--- src/mbsf_pkg.sv ---
// Package for the message buffer status flag bank.
// Assumes a plain register port with one-cycle read latency.
package mbsf_pkg;
    // Register map, word index times four
    localparam logic [7:0] CSR_BASE   = 8'h00;
    localparam logic [7:0] TYPE_BASE  = 8'h40;
    localparam logic [7:0] IRQ_STAT   = 8'h80;
    localparam logic [7:0] IRQ_CLR    = 8'h84;
    localparam logic [7:0] IRQ_EN     = 8'h88;
    // Field positions in buffer_control_status
    localparam int DUP_BIT  = 4;
    localparam int DATA_VALID_FLAG_BIT = 3;
    localparam int EDS_BIT  = 2;
    localparam int LOCK_STATUS_BIT = 1;
    localparam int IF_BIT   = 0;
    localparam int IE_BIT   = 8;
    localparam int LT_BIT   = 9;
    localparam int ET_BIT   = 10;
    // Buffer types
    localparam logic [1:0] TYPE_RX     = 2'h0;
    localparam logic [1:0] TYPE_TX_SGL = 2'h1;
    localparam logic [1:0] TYPE_TX_DBL = 2'h2;
    // Event types
    localparam int EVT_UPDATE = 0;
    localparam int EVT_ENABLE = 1;
    localparam logic [15:0] CSR_RESET = 16'h0000;
endpackage

--- src/mbsf_evt_if.sv ---
// Interface carrying per-buffer status update events.
// Assumes one driver, the status update logic.
`timescale 1ns/1ns
interface mbsf_evt_if #(parameter int NBUF = 8);
    logic [NBUF-1:0] slot_upd;
    logic [NBUF-1:0] empty_dyn;
    logic [NBUF-1:0] data_upd;
    logic [NBUF-1:0] data_ok;
    logic [NBUF-1:0] repeat_tx;
    logic [NBUF-1:0] commit_side;
    modport src (output slot_upd, empty_dyn, data_upd, data_ok, repeat_tx, commit_side);
    modport dst (input  slot_upd, empty_dyn, data_upd, data_ok, repeat_tx, commit_side);
endinterface

--- src/mbsf_buf.sv ---
// One buffer's status flags.
// Assumes write strobes are already decoded for this buffer.
`timescale 1ns/1ns
module mbsf_buf (
    // Clock and reset
    input  wire logic       ref_clk_in,
    input  wire logic       nrst_in,
    // Control
    input  wire logic [1:0] type_in,
    input  wire logic       wr_in,
    input  wire logic [15:0] wdata_in,
    // Events
    input  wire logic       slot_upd_in,
    input  wire logic       empty_dyn_in,
    input  wire logic       data_upd_in,
    input  wire logic       data_ok_in,
    input  wire logic       repeat_in,
    input  wire logic       commit_in,
    input  wire logic       irq_clr_in,
    // Status
    output logic [15:0]     csr_out,
    output logic            irq_out
);
    logic data_updated_flag, data_valid_flag, enable_status, lock_status, iflag, ie;
    wire  is_rx    = (type_in == mbsf_pkg::TYPE_RX);
    wire  et_hit   = wr_in && wdata_in[mbsf_pkg::ET_BIT];
    wire  lt_hit   = wr_in && wdata_in[mbsf_pkg::LT_BIT] && !et_hit;
    wire  plain_wr = wr_in && !wdata_in[mbsf_pkg::ET_BIT] && !wdata_in[mbsf_pkg::LT_BIT];
    wire  en_event = et_hit && !enable_status && !is_rx;
    wire  set_if   = (slot_upd_in && (!is_rx || !empty_dyn_in)) || en_event;
    wire  clr_if   = (plain_wr && wdata_in[mbsf_pkg::IF_BIT]) || irq_clr_in;
    // Commit side only exists on a double transmit buffer
    wire  on_commit = commit_in && (type_in == mbsf_pkg::TYPE_TX_DBL);
    wire  next_data_valid_flag = is_rx ? data_ok_in : (on_commit ? 1'b0 : repeat_in);

    always_ff @(posedge ref_clk_in or negedge nrst_in) begin
        if (!nrst_in) begin
            data_updated_flag   <= 1'b0;
            data_valid_flag  <= 1'b0;
            enable_status   <= 1'b0;
            lock_status  <= 1'b0;
            iflag <= 1'b0;
            ie    <= 1'b0;
        end else begin
            data_updated_flag   <= is_rx && data_upd_in;
            data_valid_flag  <= next_data_valid_flag;
            if (et_hit) enable_status <= !enable_status;
            if (lt_hit) lock_status <= !lock_status;
            if (plain_wr) ie <= wdata_in[mbsf_pkg::IE_BIT];
            // Set beats clear when they coincide
            iflag <= set_if | (iflag & ~clr_if);
        end
    end

    assign csr_out = {7'h00, ie, 3'h0, data_updated_flag, data_valid_flag, enable_status, lock_status, iflag};
    assign irq_out = ie && iflag;
endmodule // mbsf_buf

--- src/mbsf_top.sv ---
// Status flag bank for a set of message buffers.
// Assumes synchronous inputs and a master that never waits.
//
// The plain strobed port and the register offsets were left to the implementer.
`timescale 1ns/1ns
////////////////////////////////////////////////////////////////////////////////
module mbsf_top #(
    parameter int NBUF = 8
) (
    // Clock and reset
    input  wire logic             ref_clk_in,
    input  wire logic             nrst_in,
    // Register port
    input  wire logic [7:0]       addr_in,
    input  wire logic [15:0]      wdata_in,
    input  wire logic             wr_in,
    input  wire logic             rd_in,
    output logic [15:0]           rdata_out,
    // Status update events
    input  wire logic [NBUF-1:0]  slot_upd_in,
    input  wire logic [NBUF-1:0]  empty_dyn_in,
    input  wire logic [NBUF-1:0]  data_upd_in,
    input  wire logic [NBUF-1:0]  data_ok_in,
    input  wire logic [NBUF-1:0]  repeat_in,
    input  wire logic [NBUF-1:0]  commit_in,
    // Interrupt
    output logic                  irq_out
);
    mbsf_evt_if #(.NBUF(NBUF)) evt ();
    assign evt.slot_upd    = slot_upd_in;
    assign evt.empty_dyn   = empty_dyn_in;
    assign evt.data_upd    = data_upd_in;
    assign evt.data_ok     = data_ok_in;
    assign evt.repeat_tx   = repeat_in;
    assign evt.commit_side = commit_in;

    logic [15:0]     csr   [NBUF];
    logic [1:0]      btype [NBUF];
    logic [NBUF-1:0] birq, stat, ien;

    wire [5:0] idx    = addr_in[7:2];
    wire [5:0] tidx   = idx - 6'd16;
    wire       in_csr = (addr_in < mbsf_pkg::TYPE_BASE);
    wire       in_typ = (addr_in >= mbsf_pkg::TYPE_BASE) && (addr_in < mbsf_pkg::IRQ_STAT);
    wire       clr_wr = wr_in && (addr_in == mbsf_pkg::IRQ_CLR);

    ////////////////////////////////////////////////////////////////////////////
    genvar g;
    generate
        for (g = 0; g < NBUF; g++) begin : gb
            wire csr_wr = wr_in && in_csr && (idx == 6'(g));
            wire typ_wr = wr_in && in_typ && (idx == 6'(g + 16));
            always_ff @(posedge ref_clk_in or negedge nrst_in) begin
                if (!nrst_in) btype[g] <= mbsf_pkg::TYPE_RX;
                else if (typ_wr) btype[g] <= wdata_in[1:0];
            end
            mbsf_buf u_buf (
                .ref_clk_in   (ref_clk_in),
                .nrst_in      (nrst_in),
                .type_in      (btype[g]),
                .wr_in        (csr_wr),
                .wdata_in     (wdata_in),
                .slot_upd_in  (evt.slot_upd[g]),
                .empty_dyn_in (evt.empty_dyn[g]),
                .data_upd_in  (evt.data_upd[g]),
                .data_ok_in   (evt.data_ok[g]),
                .repeat_in    (evt.repeat_tx[g]),
                .commit_in    (evt.commit_side[g]),
                .irq_clr_in   (clr_wr && wdata_in[g]),
                .csr_out      (csr[g]),
                .irq_out      (birq[g])
            );
            assign stat[g] = csr[g][mbsf_pkg::IF_BIT];
        end
    endgenerate

    ////////////////////////////////////////////////////////////////////////////
    logic [15:0] rd_mux;
    always_comb begin
        rd_mux = 16'h0000;
        if (in_csr && idx < 6'(NBUF)) rd_mux = csr[idx[$clog2(NBUF)-1:0]];
        else if (in_typ && tidx < 6'(NBUF)) rd_mux = {14'h0000, btype[tidx[$clog2(NBUF)-1:0]]};
        else if (addr_in == mbsf_pkg::IRQ_STAT) rd_mux = 16'(stat);
        else if (addr_in == mbsf_pkg::IRQ_EN) rd_mux = 16'(ien);
    end

    always_ff @(posedge ref_clk_in or negedge nrst_in) begin
        if (!nrst_in) begin
            rdata_out <= 16'h0000;
            ien       <= '1;
            irq_out   <= 1'b0;
        end else begin
            rdata_out <= rd_in ? rd_mux : 16'h0000;
            if (wr_in && addr_in == mbsf_pkg::IRQ_EN) ien <= wdata_in[NBUF-1:0];
            irq_out   <= |(birq & ien);
        end
    end

    ////////////////////////////////////////////////////////////////////////////
    property p_irq;
        @(posedge ref_clk_in) disable iff (!nrst_in) (|(birq & ien)) |=> irq_out;
    endproperty
    a_irq: assert property (p_irq) else $error("irq not raised");
    property p_noirq;
        @(posedge ref_clk_in) disable iff (!nrst_in) !(|(birq & ien)) |=> !irq_out;
    endproperty
    a_noirq: assert property (p_noirq) else $error("spurious irq");
    property p_dup_tx;
        @(posedge ref_clk_in) disable iff (!nrst_in) (btype[1] != mbsf_pkg::TYPE_RX) |=> !csr[1][4];
    endproperty
    a_dup_tx: assert property (p_dup_tx) else $error("dup set on tx");
    property p_dup_rx;
        @(posedge ref_clk_in) disable iff (!nrst_in) (btype[0] == mbsf_pkg::TYPE_RX && data_upd_in[0]) |=> csr[0][4];
    endproperty
    a_dup_rx: assert property (p_dup_rx) else $error("dup missed");
    property p_data_valid_flag_rx;
        @(posedge ref_clk_in) disable iff (!nrst_in) (btype[0] == mbsf_pkg::TYPE_RX) |=> csr[0][3] == $past(data_ok_in[0]);
    endproperty
    a_data_valid_flag_rx: assert property (p_data_valid_flag_rx) else $error("data_valid_flag wrong rx");
    property p_data_valid_flag_cm;
        @(posedge ref_clk_in) disable iff (!nrst_in) (btype[0] == mbsf_pkg::TYPE_TX_DBL && commit_in[0]) |=> !csr[0][3];
    endproperty
    a_data_valid_flag_cm: assert property (p_data_valid_flag_cm) else $error("data_valid_flag commit");
    property p_set;
        @(posedge ref_clk_in) disable iff (!nrst_in) (slot_upd_in[0] && !empty_dyn_in[0]) |=> csr[0][0];
    endproperty
    a_set: assert property (p_set) else $error("flag not set");
    property p_empty;
        @(posedge ref_clk_in) disable iff (!nrst_in)
            (btype[0] == mbsf_pkg::TYPE_RX && !csr[0][0] && !wr_in && slot_upd_in[0] && empty_dyn_in[0]) |=> !csr[0][0];
    endproperty
    a_empty: assert property (p_empty) else $error("flag on empty slot");
    property p_clr;
        @(posedge ref_clk_in) disable iff (!nrst_in)
            (wr_in && addr_in == mbsf_pkg::IRQ_CLR && wdata_in[0] && !slot_upd_in[0]) |=> !csr[0][0];
    endproperty
    a_clr: assert property (p_clr) else $error("flag not cleared");
    property p_tog;
        @(posedge ref_clk_in) disable iff (!nrst_in)
            (wr_in && addr_in == mbsf_pkg::CSR_BASE && wdata_in[10]) |=> csr[0][2] != $past(csr[0][2]);
    endproperty
    a_tog: assert property (p_tog) else $error("enable no toggle");
endmodule // mbsf_top

--- config.mk ---
export PLATFORM = sky130hd
export DESIGN_NAME = mbsf_top
export DESIGN_NICKNAME = d
export VERILOG_FILES = /design/src/mbsf_pkg.sv /design/src/mbsf_evt_if.sv /design/src/mbsf_buf.sv /design/src/mbsf_top.sv
export SDC_FILE = /design/constraint.sdc
export NUM_CORES = 1
export LEC_CHECK = 0
export ABC_AREA = 1
export BUFFER_PORTS_ARGS = -buffer_cell sky130_fd_sc_hd__buf_2
export CAP_MARGIN = 15
export CORE_MARGIN = 3
export CORE_UTILIZATION = 36
export CTS_CLUSTER_SIZE = 25
export DETAILED_ROUTE_END_ITERATION = 12
export SYNTH_ARGS = -nofsm -noshare
export SYNTH_HDL_FRONTEND = slang
export SYNTH_HIERARCHICAL = 1
export SYNTH_SLANG_ARGS = --single-unit
--- constraint.sdc ---
create_clock -name ref_clk_in -period 0.94 [get_ports ref_clk_in]
set_input_delay 0.047 -clock ref_clk_in [delete_from_list [all_inputs] [get_ports ref_clk_in]]
set_output_delay 0.047 -clock ref_clk_in [all_outputs]
set_load 0.01 [all_outputs]
==> metrics.txt <==
Placement Cell Area=7340 um2; multi-input logic area=3390 um2; buffers added on ports=87; final setup skew=0.00619 ns; CTS buffer count=9; Site Rows=48; residual DRC count=0; cell with the largest stage delay on the worst path=sky130_fd_sc_hd__dfrtp_1; most common library cell in the layout ignoring fill and taps=sky130_fd_sc_hd__nand2_1; mean number of vias per cell=4.44; post-layout net count=1,226; final antenna diode count=0; data arrival time of the worst path=1.38 ns; total length of routed wires=between 15,000 and 20,000 um; routed via count=6,128; number of nets with antenna violations after routing=0; final count of pins violating max slew=0; Worst Path Buf+Inv=0; die width=between 100 and 150 um; RSZ-0062 raised after global routing=yes; sequential element share of the synthesized area=0.348; share of total power consumed by net switching=0.302; number of max-cap violations=0; leakage dissipation=4.78 nW; P per Cell Area=1270 nW/um2; Worst-path clk slew=0.07 ns; routed len/inst=13.7 um; global-route wire length before repair=30,300 um; Yosys warning count=6; antenna violations before repair=0; Iteration-0 DRC Markers=405; Main synth FF type=sky130_fd_sc_hd__dfrtp_1; clock tree from TritonCTS=yes; flops & latches, synth=89; Setup violations, final=20; worst hold path depth=4; minimum period implied by the final worst setup slack=1.13 ns; worst path cell trace=or2_0 > nand3_1 > nand2_2 > a21oi_2 > nor2_2; number of buffers between clock root and the deepest sink=2; effective utilization at floorplan=0.369; fraction of final layout cells sized beyond drive strength 1=0.315; average size of a mapped cell=6.67 um2; number of instances in the synthesized netlist=964; # clock sinks=89; internal power=7.72 mW; top-level port count=a little over 90; type of element launching the critical path=flip-flop; filler cell count in the final layout=1,727; last weighted congestion value of the routability-driven placer=0.913; overall global routing resource usage=0.195; achievable frequency=882 MHz; number of different library cells in the post-synthesis netlist=34; R2R depth=5; critical path's largest stage delay=roughly 0.43 ns; part of the power in registers=0.399; share of the cycle needed by the critical path after routing=1.21; outcome=finished with violations; data required time of the worst path=1.19 ns; proportion of power drawn by the clock network=0.344; total power consumption of the routed design=11.1 mW; critical path endpoint category=flip-flop; overall die height=140 um; floorplan core area=17,400 um2; final setup slack of the worst path=-0.194 ns; register area=around 2200 um2; area added between synthesis and finish=35.6%; startpoint of the worst setup timing path=btype[4]$_DFFE_PN0P_; grt ovf=0; number of synthesized flops with an enable pin=0; stages on the worst setup path=5; highest-count cells in the layout ignoring fill and taps=sky130_fd_sc_hd__nand2_1, sky130_fd_sc_hd__nor2_1, sky130_fd_sc_hd__inv_1; Cell Area, Synth=6430 um2; critical hold path startpoint=empty_dyn_in[1]; total iterations of the first detailed-routing run=5; launch instance of the worst register-to-register path=btype[4]$_DFFE_PN0P_; Post-DP HPWL=around 14,000 um; violations in the final reports=negative setup slack; VDD IR max=between 0.0008 and 0.0009 V; full die area=between 15,000 and 20,000 um2; largest net degree at the start of global routing=35; clock tree root buffer cell=sky130_fd_sc_hd__clkbuf_16; CP top delay family=simple AND/OR/NAND/NOR gates; class of the worst hold path=input pin to flip-flop; post-route cell area=8720 um2; async set or reset register ratio after synthesis=1.00; Crit Path Class=flip-flop to flip-flop; vias in the first global route=5,919; total number of H-tree levels=3; Hold Worst Slack=0.0167 ns; net switching component of the power=3.33 mW; combinational power share=0.257; highest net fanout along the worst path=4; worst-skew pair later-pin latency=0.35 ns; final hold vios=0
power by group through the flow:
stage	clock (mW)	combinational, mW	sequential, mW
after floorplan	0	1.68	4.42
after global placement	0	2.27	4.45
after detailed placement	0	2.30	4.45
after CTS	3.88	2.60	4.40
after global routing	4.05	3.17	4.45
final	3.81	2.84	4.41
worst register-to-register path: stages, from the launching register on:
cell and delay [ns]:
sky130_fd_sc_hd__dfrtp_1 0.43, sky130_fd_sc_hd__or2_0 0.24, sky130_fd_sc_hd__nand3_1 0.10, sky130_fd_sc_hd__nand2_2 0.07
sky130_fd_sc_hd__a21oi_2 0.15, sky130_fd_sc_hd__nor2_2 0.05
synthesized netlist by cell type, types with 6 or more instances:
cell,count,area [um2]
sky130_fd_sc_hd__a211oi_1,6,45.0
sky130_fd_sc_hd__a21oi_1,11,55.1
sky130_fd_sc_hd__buf_2,7,35.0
sky130_fd_sc_hd__buf_4,131,983
sky130_fd_sc_hd__conb_1,8,30.0
sky130_fd_sc_hd__dfrtp_1,81,2030
sky130_fd_sc_hd__dfstp_2,8,210
sky130_fd_sc_hd__inv_1,109,409
sky130_fd_sc_hd__inv_2,19,71.3
sky130_fd_sc_hd__nand2_1,250,938
sky130_fd_sc_hd__nand3_1,78,390
sky130_fd_sc_hd__nand4_1,17,106
sky130_fd_sc_hd__nor2_1,141,529
sky130_fd_sc_hd__nor2_2,9,56.3
sky130_fd_sc_hd__nor3_1,6,30.0
sky130_fd_sc_hd__o21ai_0,9,45.0
sky130_fd_sc_hd__o21ai_1,36,180
sky130_fd_sc_hd__xnor2_1,8,70.1
path summary, 6_finish.rpt:
check	slack [ns]	endpoint
max in group asynchronous	0.38	btype[12]$_DFFE_PN0P_
min in group asynchronous	0.09	gb[7].u_buf/iflag$_DFF_PN0_
setup / recovery	-0.19	rdata_out[0]$_DFF_PN0_
hold / removal	0.02	gb[1].u_buf/iflag$_DFF_PN0_
setup reg to reg	-0.19	rdata_out[0]$_DFF_PN0_
hold reg to reg	0.49	ien[5]$_DFFE_PN1P_
metal layers:
metal	vias up	share of wire	track usage
li1	3139	-	-
met1	2799	0.44	0.261
met2	162	0.48	0.322
met3	28	0.053	0.0357
met4	0	0.023	0.0597
met5	-	0	0
layout make-up:
class                           instances  share of cell area
Clock buffer                           12              0.0294
Clock inverter                          4             0.00588
Inverter                              130              0.0588
Multi-Input combinational cell        671               0.389
Sequential cell                        89               0.257
Tap cell                              225              0.0323
Timing Repair Buffer                  249               0.228
kinds of logic after synthesis:
family,after synthesis,synth area share
AND/OR/NAND/NOR,512,0.333
buffers and inverters,276,0.242
flip-flops,89,0.348
AO/OA/AOI/OAI,71,0.0615
XOR/XNOR,8,0.0109
other,8,0.00467
state kept, by name, summed over array words and instances, names as in the netlist:
register	flops
gb.u_buf/iflag	8
ien	8
gb.u_buf/enable_status	8
gb.u_buf/lock_status	8
btype	16
rdata_out	16
gb.u_buf/ie	8
gb.u_buf/data_valid_flag	8
irq_out	1
gb.u_buf/data_updated_flag	8
repair_timing:
action	CTS	global route
setup endpoints to repair	26	58
resized for setup	57	82
cloned	0	0
setup buffers	6	13
pin swaps	40	54
hold buffers	45	0
endpoints found under the hold margin	107	0
stage by stage:
stage                util  instances  setup WS, ns  TNS [ns]
floorplan               -       1036        -0.150     -4.54
global placement    0.422       1302        -0.457    -19.88
detailed placement  0.422       1302        -0.429    -20.77
CTS                 0.480       1369        -0.195     -1.05
global route        0.501       1380        -0.250     -2.62
finish              0.501       1380        -0.194     -1.24
No activity file was read; power rests on OpenSTA's default activity.
